$ cat config.mk
export PLATFORM = sky130hd
export DESIGN_NAME = palette_general_misc_control
export DESIGN_NICKNAME = d
export VERILOG_FILES = /design/src/pkg/palette_ctrl_pkg.sv /design/src/core/sync_2ff.sv /design/src/core/palette_general_misc_control.sv
export SDC_FILE = /design/constraint.sdc
export NUM_CORES = 1
export LEC_CHECK = 0
export ABC_CLOCK_PERIOD_IN_PS = 1800
export BUFFER_PORTS_ARGS = -buffer_cell sky130_fd_sc_hd__buf_2
export CORE_UTILIZATION = 35
export CTS_CLUSTER_SIZE = 14
export DETAILED_ROUTE_END_ITERATION = 12
export GPL_ROUTABILITY_DRIVEN = 1
export GPL_TIMING_DRIVEN = 0
export MAX_ROUTING_LAYER = met4
export SLEW_MARGIN = 10
export SYNTH_ARGS = -nofsm -noshare
export SYNTH_HDL_FRONTEND = slang
export SYNTH_HIERARCHICAL = 1
export SYNTH_SLANG_ARGS = --single-unit
export TNS_END_PERCENT = 30
$ cat constraint.sdc
create_clock -name clock -period 1.8 [get_ports clock]
set_input_delay 0.09 -clock clock [delete_from_list [all_inputs] [get_ports clock]]
set_output_delay 0.09 -clock clock [all_outputs]
set_load 0.1 [all_outputs]
$ cat src/pkg/palette_ctrl_pkg.sv
package palette_ctrl_pkg;
	localparam logic [7:0] IDX_GEN_CTRL   = 8'h1D;
	localparam logic [7:0] IDX_MISC_CTRL  = 8'h1E;
	localparam logic [7:0] IDX_CLK_SEL    = 8'h1A;
	localparam logic [7:0] IDX_SOFT_RESET = 8'hFF;
	localparam logic [7:0] GEN_CTRL_RST   = 8'h00;
	localparam logic [7:0] MISC_CTRL_RST  = 8'h00;
	localparam logic [7:0] CLK_SEL_RST    = 8'h00;
	localparam logic [7:0] RDATA_RST      = 8'h00;
	localparam logic [7:0] GEN_CTRL_MASK  = 8'h7B;
	localparam logic [7:0] MISC_CTRL_MASK = 8'h3D;
	localparam logic [2:0] CLK_SEL_OFF    = 3'h6;
	localparam int         BIT_OVERSCAN   = 6;
	localparam int         BIT_SOG        = 5;
	localparam int         BIT_PEDESTAL   = 4;
	localparam int         BIT_BYTE_ORDER = 3;
	localparam int         BIT_VSYNC_INV  = 1;
	localparam int         BIT_HSYNC_INV  = 0;
	localparam int         BIT_PSEL_POL   = 5;
	localparam int         BIT_PSEL_SW    = 4;
	localparam int         BIT_DAC_WIDTH  = 3;
	localparam int         BIT_WIDTH_OVR  = 2;
	localparam int         BIT_DAC_PD     = 0;
endpackage

$ cat src/core/sync_2ff.sv
`timescale 1ns/1ns
module sync_2ff (
	// Clock and reset
	input  wire logic clock,
	input  wire logic rst_n,
	// Data
	input  wire logic din,
	output logic      dout
);
	logic meta_ff;
	always_ff @(posedge clock or negedge rst_n) begin
		if (!rst_n) begin
			meta_ff <= 1'b0;
			dout    <= 1'b0;
		end else begin
			meta_ff <= din;
			dout    <= meta_ff;
		end
	end
endmodule // sync_2ff

$ cat src/core/palette_general_misc_control.sv
`timescale 1ns/1ns
module palette_general_misc_control (
	// Clock and reset
	input  wire logic                        clock,
	input  wire logic                        rst_n,
	// Indexed register port
	input  wire logic [7:0]                  reg_index,
	input  wire logic                        reg_wr,
	input  wire logic                        reg_rd,
	input  wire logic [7:0]                  reg_wdata,
	output logic      [7:0]                  reg_rdata,
	// Pins
	input  wire logic                        width_terminal,
	input  wire logic                        port_select_in,
	input  wire logic                        color_key_direct,
	input  wire logic                        horiz_sync_in,
	input  wire logic                        vert_sync_in,
	// Control outputs
	output logic                             overscan_border_enable,
	output logic                             sync_on_green_enable,
	output logic                             pedestal_select,
	output logic                             pixel_bus_byte_order,
	output logic                             horiz_sync_output,
	output logic                             vert_sync_output,
	output logic                             port_select_polarity,
	output logic                             port_select_switch_enable,
	output logic                             direct_color_select,
	output logic                             dac_width_8bit,
	output logic                             dac_power_down,
	output logic                             dot_clock_enable
);
	import palette_ctrl_pkg::*;

	// ****************************************
	// Input synchronisers
	// ****************************************
	logic width_s;
	logic psel_s;
	logic hsync_s;
	logic vsync_s;
	sync_2ff u_sync_width (.clock(clock), .rst_n(rst_n), .din(width_terminal), .dout(width_s));
	sync_2ff u_sync_psel  (.clock(clock), .rst_n(rst_n), .din(port_select_in), .dout(psel_s));
	sync_2ff u_sync_hs    (.clock(clock), .rst_n(rst_n), .din(horiz_sync_in),  .dout(hsync_s));
	sync_2ff u_sync_vs    (.clock(clock), .rst_n(rst_n), .din(vert_sync_in),   .dout(vsync_s));

	// ****************************************
	// Register decode
	// ****************************************
	logic [7:0] gen_ctrl_ff;
	logic [7:0] misc_ctrl_ff;
	logic [7:0] clk_sel_ff;
	logic [7:0] nxt_gen_ctrl;
	logic [7:0] nxt_misc_ctrl;
	logic [7:0] nxt_clk_sel;
	logic [7:0] nxt_rdata;
	logic [7:0] rdata_ff;

	wire wr_gen   = reg_wr && (reg_index == IDX_GEN_CTRL);
	wire wr_misc  = reg_wr && (reg_index == IDX_MISC_CTRL);
	wire wr_clk   = reg_wr && (reg_index == IDX_CLK_SEL);
	wire wr_soft  = reg_wr && (reg_index == IDX_SOFT_RESET);

	// Soft reset wins over any other write
	assign nxt_gen_ctrl  = wr_soft ? GEN_CTRL_RST :
	                       wr_gen  ? (reg_wdata & GEN_CTRL_MASK) : gen_ctrl_ff;
	assign nxt_misc_ctrl = wr_soft ? MISC_CTRL_RST :
	                       wr_misc ? (reg_wdata & MISC_CTRL_MASK) : misc_ctrl_ff;
	assign nxt_clk_sel   = wr_soft ? CLK_SEL_RST : wr_clk ? reg_wdata : clk_sel_ff;

	assign nxt_rdata = !reg_rd ? rdata_ff :
	                   (reg_index == IDX_GEN_CTRL)  ? gen_ctrl_ff :
	                   (reg_index == IDX_MISC_CTRL) ? misc_ctrl_ff :
	                   (reg_index == IDX_CLK_SEL)   ? clk_sel_ff : 8'h00;

	always_ff @(posedge clock or negedge rst_n) begin
		if (!rst_n) begin
			gen_ctrl_ff  <= GEN_CTRL_RST;
			misc_ctrl_ff <= MISC_CTRL_RST;
			clk_sel_ff   <= CLK_SEL_RST;
			rdata_ff     <= RDATA_RST;
		end else begin
			gen_ctrl_ff  <= nxt_gen_ctrl;
			misc_ctrl_ff <= nxt_misc_ctrl;
			clk_sel_ff   <= nxt_clk_sel;
			rdata_ff     <= nxt_rdata;
		end
	end
	assign reg_rdata = rdata_ff;

	// ****************************************
	// Control outputs
	// ****************************************
	logic hs_out_ff;
	logic vs_out_ff;
	always_ff @(posedge clock or negedge rst_n) begin
		if (!rst_n) begin
			hs_out_ff <= 1'b0;
			vs_out_ff <= 1'b0;
		end else begin
			hs_out_ff <= hsync_s ^ gen_ctrl_ff[BIT_HSYNC_INV];
			vs_out_ff <= vsync_s ^ gen_ctrl_ff[BIT_VSYNC_INV];
		end
	end
	assign horiz_sync_output         = hs_out_ff;
	assign vert_sync_output          = vs_out_ff;
	assign overscan_border_enable    = gen_ctrl_ff[BIT_OVERSCAN];
	assign sync_on_green_enable      = gen_ctrl_ff[BIT_SOG];
	assign pedestal_select           = gen_ctrl_ff[BIT_PEDESTAL];
	assign pixel_bus_byte_order      = gen_ctrl_ff[BIT_BYTE_ORDER];
	assign port_select_polarity      = misc_ctrl_ff[BIT_PSEL_POL];
	assign port_select_switch_enable = misc_ctrl_ff[BIT_PSEL_SW];
	// Effective port select level; direct colour needs color keying agreeing
	wire psel_eff = psel_s ^ misc_ctrl_ff[BIT_PSEL_POL];
	assign direct_color_select = misc_ctrl_ff[BIT_PSEL_SW] && psel_eff && color_key_direct;
	assign dac_width_8bit = misc_ctrl_ff[BIT_WIDTH_OVR] ? misc_ctrl_ff[BIT_DAC_WIDTH] : width_s;
	assign dac_power_down   = misc_ctrl_ff[BIT_DAC_PD];
	assign dot_clock_enable = (clk_sel_ff[2:0] != CLK_SEL_OFF);
endmodule // palette_general_misc_control

Word level (Yosys, flattened, before mapping)
Cells that the tools add are included. W data, S select, Z words.

Memory bits (writable): 0. Memories kept: 0. Output and inout port bits: 20. Bits in latches: 0. Flip-flop bits (word level): 42. Input bits: 25. ROM bits: 0.

Add/sub/neg operators: 0. Equal/unequal tests: 5. Muxes and demuxes: 10. Shift operators: 0. Reduce and logical (&&, ||, !) cells: 9. Magnitude comparators: 0. Bitwise logic cells: 3. Multiply operators: 0. Div/mod/pow operators: 0.

Operators by type and width (count): $mux W8 (9); $eq A8 B5 Y1 const B (3); $eq A8 B8 Y1 const B (1); $logic_and A1 B1 Y1 (6); $reduce_bool A2 Y1 (3); $ne A3 B3 Y1 const B (1); $xor A1 B1 Y1 (3); $mux W1 (1).

Logic depth before layout (Yosys ltp)
Gate-level depths: netlist of the first run.

Depth in word-level cells: 4. Mapped depth: 5. Depth with buffers taken out: 3.

By module
Netlist of the first run, hierarchy kept.

By module, submodules not included: palette_general_misc_control (area each 1562.7 um2, instances 1, seq. area each 725.7 um2, cells an instance 159); sync_2ff (area each 50.0 um2, instances 4, seq. area each 50.0 um2, cells an instance 2).

Least setup slack after synthesis of the first run
Ideal clock, no wire load.

Path type: register to output. Start: reg misc_ctrl_ff[5]. End: out direct_color_select. Required time: 1.710 ns. Stages on the path, launching flop included: 3. Path slack: -0.221 ns. Data arrival time: 1.931 ns. Path through: dfrtp_1 -> xor2_1 -> and3_1.

Word-level cells in the longest chain between the ends: 3.

RTL lines: start, declared (line palette_general_misc_control.sv:50) `logic [7:0] misc_ctrl_ff;`; start signal, assigned (line palette_general_misc_control.sv:83) `misc_ctrl_ff <= nxt_misc_ctrl;`; $xor A1 B1 Y1 (line palette_general_misc_control.sv:113) `wire psel_eff = psel_s ^ misc_ctrl_ff[BIT_PSEL_POL];`; $logic_and A1 B1 Y1 (2 in series) (line palette_general_misc_control.sv:114) `assign direct_color_select = misc_ctrl_ff[BIT_PSEL_SW] && psel_eff && color_key_direct;`; end, declared (line palette_general_misc_control.sv:27) `output logic direct_color_select,`.

No other way between the ends.

Worst setup path in the final report of the first run
Ends and elaborated chain as after synthesis.

==> impl_metrics.yaml, run 1 <==
status:
  status: "complete, no violations"
global_route:
  grt_pass1_wl_um: 7170
  antenna_found_initial: 0
  grt_pass1_vias: 1433
  grt_usage_pct: 18.6
  grt_max_degree: 38
  grt-ovfl-total: 0
floorplanning:
  die_x_um: 73.0
  die-area_um2: 5320
  chipHeight_um: 73.0
  io_pins: 45
  rows: 25
  initial_core_util_pct: 36.8
  coreArea_um2: 4790
drt:
  dr.pass1.iters: 5
  first_iter_violations: 87
  drt-vias-per-instance: 5.41
  postRouteWirelength_um: 4400
  drc: 0
  ant_nets: 0
  dr_total_vias: 1564
  wl_per_cell_um: 15.2
logic_synthesis:
  avgSynthCellArea_um2: 10.6
  synth_top_area_cell: "dfrtp_1"
  yosysUniqueCellTypes: 31
  synthTopCellsByArea: "dfrtp_1 53%, nand4_1 5.3%, nor4_1 4.3%"
  syn-cell-area_um2: 1760
  synth_fp_nets: 192
  yosys_warnings: 6
  yosysTopAreaCellShare_pct: 52.5
  yosysSeqAreaShare_pct: 52.5
  synthCells: 167
  synth_seq_cells: 37
timing:
  period_share_pct: 85.9
  max_slew_margin_pct: 44.8
  slew_viol_final: 0
  tightest_slew_ns: 0.829
  setup_tns_ns: 0
  final_hold_viol_count: 0
  setup_violations: 0
  final.setup_skew_ns: 0.00565
  fmax_ghz: 0.647
  rsz0062_at_grt: "no"
  finalCriticalPeriod_ns: 1.55
clock_tree:
  clock-sinks: 37
  clock_tree.root_cell: "clkbuf_8"
  postCtsResizedCells: 0
  clock_latency_ns: 0.29
  cts_setup_buffers: 0
  cts_tree: "yes"
  max-clock-path-buffers: 2
  cts_max_level: 2
  path_clk_slew_ns: 0.07
  cts_buffers: 5
worst_setup_path:
  arrival_ns: 1.46
  crit_slowest_cell: "dfrtp_1"
  startpoint_type: "flop"
  required_ns: 1.71
  endpoint_kind: "output pin"
  critPathMaxStageDelay_ns: 0.42
  path_cells: "xor2_1 > and3_2 > buf_2"
  critical_path_class: "flop to output pin"
  path_max_fanout: 4
finish:
  final_layout_size_suffix_gt1_share_pct: 29.3
  final_nets: 246
  area_growth_pct: 26.2
  finalNonFillerCells: 289
  diodes: 0
power_and_ir_drop:
  peakVddDrop_mv: 0.566
  leakage_nw: 0.981
  power_density_nw_per_um2: 906
placement:
  io_buffers: 42
  hpwl_um: 3170
  placed_cells: 276
  gp_congestion: 0.880
worst_hold_path:
  hp-class: "primary input to flop"
flow_run:
  drv_cap: 0
==> sequential cells by signal, indices dropped and copies added (netlist names), 5 cells and up <==
signal,flops
clk_sel_ff,8
misc_ctrl_ff,5
reg_rdata,8
gen_ctrl_ff,6
==> routing by layer <==
metal / routed length, µm / GRT usage, % / vias to the layer above
met5: 0 / - / -
met4: 92 / 7.41 / 0
met3: 235 / 3.45 / 8
met2: 1960 / 26.1 / 56
met1: 2110 / 26.5 / 740
li1: - / - / 760
==> where the power goes <==
part / total, mW / leakage (nW) / switching [mW] / internal, mW
clock: 0.740 / 0.0585 / 0.288 / 0.452
sequential: 0.906 / 0.489 / 0.0307 / 0.875
combinational: 0.371 / 0.434 / 0.281 / 0.0897
total: 2.02 / 0.981 / 0.600 / 1.42
==> metrics by stage <==
stage	hold slack, ns	power (mW)	setup slack (ns)	area, µm²	util [%]
detailed placement	0.200	1.28	0.309	2060	43.0
floorplan	-0.206	1.18	0.0619	1760	-
finish	0.0982	2.02	0.254	2220	46.5
CTS	0.0960	2.03	0.232	2220	46.5
global placement	0.198	1.28	0.316	2060	43.0
global route	0.100	2.10	0.194	2220	46.5
==> layout make-up <==
class                   count  area [µm²]
well taps                  67        83.8
clock inverters             1        30.0
plain buffers              15        82.6
clock buffers               7        86.3
repair buffers             47         260
fillers                   456        2560
inverters                  13        48.8
multi-input cells         102         707
flip-flops and latches     37         926
==> critical path, delay by kind of cell (launching register included) <==
| family | cells | cell delay [ns] |
|---|---|---|
| flip-flops | 1 | 0.42 |
| buffers and inverters | 1 | 0.41 |
| AND/OR/NAND/NOR | 1 | 0.18 |
| XOR/XNOR | 1 | 0.16 |
==> placed cells by master, fill, tap and decap left out, drive strengths merged, types with 3 or more instances in the layout <==
cell | synthesis | layout
nand4 | 15 | 15
dlygate4sd3 | 0 | 5
xor2 | 3 | 3
nand2 | 5 | 5
nor3 | 13 | 13
inv | 13 | 13
buf | 7 | 49
dfrtp | 37 | 37
clkbuf | 8 | 15
o41ai | 8 | 8
a21oi | 8 | 8
mux2 | 6 | 6
a31oi | 11 | 11
o221ai | 6 | 6
nor4 | 12 | 12
==> logic make-up after synthesis <==
family                 share of synthesized area (%)
AO/OA/AOI/OAI                                   13.8
XOR/XNOR                                        1.49
buffers and inverters                           7.45
flip-flops                                      52.5
multiplexers                                    3.83
AND/OR/NAND/NOR                                 20.9
==> path summary, 6_finish.rpt <==
check,start,to,slack (ns),cells past startpoint
worst max-delay path,misc_ctrl_ff[5],direct_color_select,0.25,3
min in group asynchronous,rst_n,gen_ctrl_ff[3],0.44,2
worst min-delay path,reg_wdata[2],clk_sel_ff[2],0.1,3
worst min register to register,u_sync_vs/meta_ff,u_sync_vs/dout,0.35,0
worst max register to register,misc_ctrl_ff[5],reg_rdata[5],0.74,3
max in group asynchronous,rst_n,reg_rdata[6],0.84,2
==> synth_stat cells <==
cell,n
a21oi_1,8
a31oi_1,11
and2_1,1
and3_1,1
and4b_1,2
buf_1,1
buf_2,3
buf_4,1
buf_6,1
buf_8,1
clkbuf_1,8
dfrtp_1,37
inv_1,13
mux2_2,6
nand2_1,5
nand2b_1,2
nand3_1,1
nand3b_1,1
nand4_1,15
nand4b_1,2
nor3_1,11
nor3_2,2
nor4_1,12
nor4b_2,1
nor4bb_1,1
o21ai_0,1
o221ai_1,6
o22ai_1,1
o41ai_1,8
or3_1,1
xor2_1,3
==> timing repair <==
action,CTS,global route
endpoints found under the hold margin,41,0
hold buffers,5,0
endpoints found under the setup margin,0,0
(Power assumes the default switching activity.)
==> run 2, diff against run 1 <==
BUFFER_PORTS_ARGS = -buffer_cell sky130_fd_sc_hd__buf_4   (was -buffer_cell sky130_fd_sc_hd__buf_2)
==> run 2 against run 1 <==
Against the previous run:
- worst hold slack got worse by 0.014 ns
- final cell count did not move
- flip-flop and latch count unchanged
- largest power group unchanged
- largest cell class unchanged
- clock skew up 0.0029 ns
==> impl_metrics.yaml, run 2 (synthesized netlist as in run 1, its figures left out) <==
power_and_ir_drop:
  peakVddDrop_mv: 0.587
  seqPwrFrac_pct: 41.7
  p_comb_share_pct: 18.4
  p_clk_share_pct: 40.0
  p_int_mw: 1.55
  switchingPower_mw: 0.624
  power_switching_share_pct: 28.7
  leakage_nw: 1.01
  power_density_nw_per_um2: 924
timing:
  final_hold_viol_count: 0
  setup_violations: 0
  final.setup_skew_ns: 0.00857
  finalCriticalPeriod_ns: 1.42
  setup_tns_ns: 0
  slew_viol_final: 0
  rsz0062_at_grt: "no"
  whs_ns: 0.0839
  fmax_ghz: 0.702
  max_slew_margin_pct: 51.8
  tightest_slew_ns: 0.721
  period_share_pct: 79.1
clock_tree:
  max-clock-path-buffers: 2
  cts_tree: "yes"
  cts_setup_buffers: 0
  cts_buffers: 5
  clock-sinks: 37
  hold_buffers: 5
  postCtsResizedCells: 0
  path_clk_slew_ns: 0.07
  clock_tree.root_cell: "clkbuf_8"
  cts_max_level: 2
  clock_latency_ns: 0.29
floorplanning:
  die_x_um: 73.0
  io_pins: 45
  die-area_um2: 5320
  initial_core_util_pct: 36.8
  coreArea_um2: 4790
  rows: 25
  chipHeight_um: 73.0
finish:
  final_layout_size_suffix_gt1_share_pct: 29.7
  final_nets: 246
  area_growth_pct: 33.4
  layout_common_cells: "43 x buf_4, 37 x dfrtp_1, 15 x nand4_1"
  multi_input_area_um2: 707
  n_fill_cell: 474
  regArea_um2: 926
  layout_commonest_cell: "buf_4"
  diodes: 0
drt:
  first_iter_violations: 111
  dr_total_vias: 1526
  drc: 0
  ant_nets: 0
  drt-vias-per-instance: 5.28
  wl_per_cell_um: 15.5
  dr.pass1.iters: 4
  postRouteWirelength_um: 4470
worst_setup_path:
  endpoint_kind: "output pin"
  arrival_ns: 1.33
  required_ns: 1.71
  path_max_fanout: 4
  startpoint_type: "flop"
  critical_path_class: "flop to output pin"
global_route:
  antenna_found_initial: 0
  grt_pass1_vias: 1425
  grt-ovfl-total: 0
  grt_pass1_wl_um: 7240
  grt_usage_pct: 19.0
  grt_max_degree: 38
flow_run:
  drv_cap: 0
placement:
  io_buffers: 42
  gp_congestion: 0.904
  hpwl_um: 3210
worst_hold_path:
  hp-class: "primary input to flop"
status:
  status: "complete, no violations"
run 2: path summary, 6_finish.rpt:
check | from | to | slack [ns] | cells after the start
max reg2reg | misc_ctrl_ff[5] | reg_rdata[5] | 0.74 | 3
max | misc_ctrl_ff[5] | direct_color_select | 0.38 | 3
min reg2reg | u_sync_hs/meta_ff | u_sync_hs/dout | 0.34 | 0
min | reg_wdata[7] | clk_sel_ff[7] | 0.08 | 3
min in group asynchronous | rst_n | u_sync_vs/meta_ff | 0.31 | 2
max in group asynchronous | rst_n | reg_rdata[1] | 1.14 | 2
run 2: routing by layer:
layer / vias to the layer above / global-route usage, % / wire [µm]
met4: 0 / 5.23 / 56
met1: 715 / 28.0 / 2160
met3: 5 / 3.31 / 242
met5: - / - / 0
met2: 51 / 26.8 / 2020
li1: 755 / - / -
run 2: critical path, stage by stage, from the launching register on:
cell     delay [ns]
dfrtp_1        0.42
xor2_1         0.17
and3_2         0.19
buf_4          0.28
run 2: layout make-up:
class | instances | share of cell area, %
well taps | 67 | 3.57
clock inverters | 3 | 2.93
plain buffers | 15 | 3.51
repair buffers | 47 | 15.5
flip-flops and latches | 37 | 39.4
inverters | 13 | 2.08
multi-input cells | 102 | 30.1
clock buffers | 5 | 2.93
run 2: through the flow:
step	util [%]	setup WS (ns)	instances	total power [mW]	area, µm²
detailed placement	45.2	0.320	276	1.31	2160
global placement	45.2	0.345	276	1.31	2160
CTS	49.1	0.359	289	2.19	2350
floorplan	-	0.0619	167	1.18	1760
finish	49.1	0.376	289	2.17	2350
global route	49.1	0.311	289	2.26	2350
run 2: power groups by stage:
| stage | Combinational, mW | Clock, mW | Sequential [mW] |
|---|---|---|---|
| 2_1_floorplan | 0.122 | 0 | 1.05 |
| 4_1_cts | 0.399 | 0.882 | 0.906 |
| 3_3_place_gp | 0.388 | 0 | 0.923 |
| 3_5_place_dp | 0.390 | 0 | 0.923 |
| 5_1_grt | 0.422 | 0.928 | 0.912 |
| 6_report | 0.399 | 0.869 | 0.905 |
==> run 3, diff against run 2 <==
ABC_CLOCK_PERIOD_IN_PS = 1200   (was 1800)
clock period = 1.2 ns   (was 1.8 ns; I/O delays follow)
==> run 3 against run 2 <==
Against the previous run:
- the run now ends with setup timing left
- critical path depth did not move
- flip-flop and latch count did not move
- clock skew fell by 0.0019 ns
- first-iteration DRC count did not move
- clock power rose by 28%
- worst hold slack got worse by 0.031 ns
- sequential share of layout area fell by 0.72 points
- utilization rose by 1.9 points
- largest power group unchanged
- highest routed layer unchanged
==> impl_metrics.yaml, run 3 (synthesized netlist as in run 1, its figures left out) <==
finish:
  final_nets: 248
  diodes: 0
  area_growth_pct: 38.6
  final_layout_size_suffix_gt1_share_pct: 35.3
  multi_input_area_um2: 758
  layout_commonest_cell: "buf_4"
  regArea_um2: 945
  final_area_um2: 2440
  fin_util_pct: 51.1
  layout_common_cells: "42 x buf_4, 28 x dfrtp_1, 15 x nand4_1"
  n_fill_cell: 449
floorplanning:
  die-area_um2: 5320
  die_x_um: 73.0
  initial_core_util_pct: 36.8
  coreArea_um2: 4790
  io_pins: 45
  chipHeight_um: 73.0
  rows: 25
drt:
  first_iter_violations: 111
  wl_per_cell_um: 15.4
  drt-vias-per-instance: 5.38
  dr_total_vias: 1567
  drc: 0
  ant_nets: 0
  dr.pass1.iters: 5
  postRouteWirelength_um: 4470
timing:
  max_slew_margin_pct: 49.7
  fmax_ghz: 0.749
  finalCriticalPeriod_ns: 1.33
  rsz0062_at_grt: "yes"
  tightest_slew_ns: 0.752
  final.setup_skew_ns: 0.00666
  period_share_pct: 111
  layout_setup_ws_ns: -0.135
  slew_viol_final: 0
  setup_violations: 3
  setup_tns_ns: -0.190
  whs_ns: 0.0524
  final_hold_viol_count: 0
clock_tree:
  cts_buffers: 5
  clock_latency_ns: 0.29
  max-clock-path-buffers: 2
  path_clk_slew_ns: 0.08
  cts_max_level: 2
  cts_tree: "yes"
  clock_tree.root_cell: "clkbuf_8"
  clock-sinks: 37
placement:
  hpwl_um: 3190
  io_buffers: 42
  gp_congestion: 0.880
  placed_area_um2: 2190
power_and_ir_drop:
  p_comb_share_pct: 20.5
  leakage_nw: 1.03
  p_clk_share_pct: 35.7
  seqPwrFrac_pct: 43.8
  peakVddDrop_mv: 0.566
  finalPower_mw: 3.12
  switchingPower_mw: 0.918
  p_int_mw: 2.20
  power_switching_share_pct: 29.4
  power_density_nw_per_um2: 1280
worst_setup_path:
  path_cells: "xor2_2 > and3_4 > buf_12"
  critPathMaxStageDelay_ns: 0.49
  arrival_ns: 1.27
  required_ns: 1.14
  path_depth: 3
  r2r.worst_path.cells: 4
  endpoint_kind: "output pin"
  startpoint_type: "flop"
  crit_slowest_cell: "dfrtp_4"
  crit_buf_inv: 1
  cpLargestDelayFamily: "flip-flops"
  critical_path_class: "flop to output pin"
  path_max_fanout: 2
global_route:
  grt_max_degree: 38
  antenna_found_initial: 0
  grt-ovfl-total: 0
  grt_pass1_vias: 1470
  grt_pass1_wl_um: 7330
  grt_usage_pct: 19.2
status:
  status: "finished with violations"
  violations: "setup timing"
worst_hold_path:
  worstHoldPathCells: 3
  hp-class: "primary input to flop"
flow_run:
  drv_cap: 0
run 3: changes by cell type in the layout (fill, tap and decap cells not counted), sizes merged:
cell,previous run,this run
buf,49,51
clkbuf,13,15
bufinv,2,1
inv,14,13
run 3: layout make-up:
| class | count | area share, % |
|---|---|---|
| Sequential cell | 37 | 38.7 |
| Buffer | 15 | 3.38 |
| Clock buffer | 7 | 3.53 |
| Multi-Input combinational cell | 102 | 31.0 |
| Tap cell | 67 | 3.43 |
| Timing Repair Buffer | 49 | 16.7 |
| Clock inverter | 1 | 1.23 |
| Inverter | 13 | 2.00 |
run 3: power groups by stage:
| stage | combinational (mW) | sequential [mW] | clock, mW |
|---|---|---|---|
| after CTS | 0.619 | 1.37 | 1.13 |
| after global placement | 0.588 | 1.39 | 0 |
| after detailed placement | 0.589 | 1.39 | 0 |
| final | 0.639 | 1.37 | 1.11 |
| after floorplan | 0.187 | 1.59 | 0 |
| after global routing | 0.677 | 1.37 | 1.21 |
run 3: final timing paths:
check	slack [ns]	start	end
min in group asynchronous	0.27	rst_n	u_sync_hs/meta_ff
hold / removal	0.05	reg_wdata[7]	clk_sel_ff[7]
setup reg to reg	-0.03	misc_ctrl_ff[5]	reg_rdata[5]
max in group asynchronous	0.57	rst_n	misc_ctrl_ff[0]
hold reg to reg	0.35	u_sync_width/meta_ff	u_sync_width/dout
setup / recovery	-0.13	misc_ctrl_ff[5]	direct_color_select
run 3: per-stage QoR:
| stage | cells | setup slack [ns] |
|---|---|---|
| CTS | 290 | -0.177 |
| detailed placement | 276 | -0.223 |
| global route | 291 | -0.189 |
| floorplan | 167 | -0.0509 |
| finish | 291 | -0.135 |
| global placement | 276 | -0.235 |
run 3: repair_timing:
item | 4_1_cts | 5_1_grt
pin swaps | 1 | 0
setup endpoints to repair | 2 | 12
setup buffers | 1 | 1
hold buffers | 5 | 0
endpoints found under the hold margin | 41 | 0
resized for setup | 6 | 8
run 3: layer usage:
metal / part of all wire [%] / up-vias / track usage, % / wire (µm)
li1: - / 755 / - / -
met1: 47 / 752 / 27.4 / 2110
met2: 45 / 51 / 26.6 / 2030
met3: 5.3 / 9 / 3.73 / 238
met4: 1.9 / 0 / 7.84 / 85
met5: 0 / - / - / 0
run 3: tightest hold or removal path, delay by kind of cell:
kind | cells | cell delay [ns]
compound gates | 1 | 0.06
buf+inv | 1 | 0.11
simple gates | 1 | 0.07
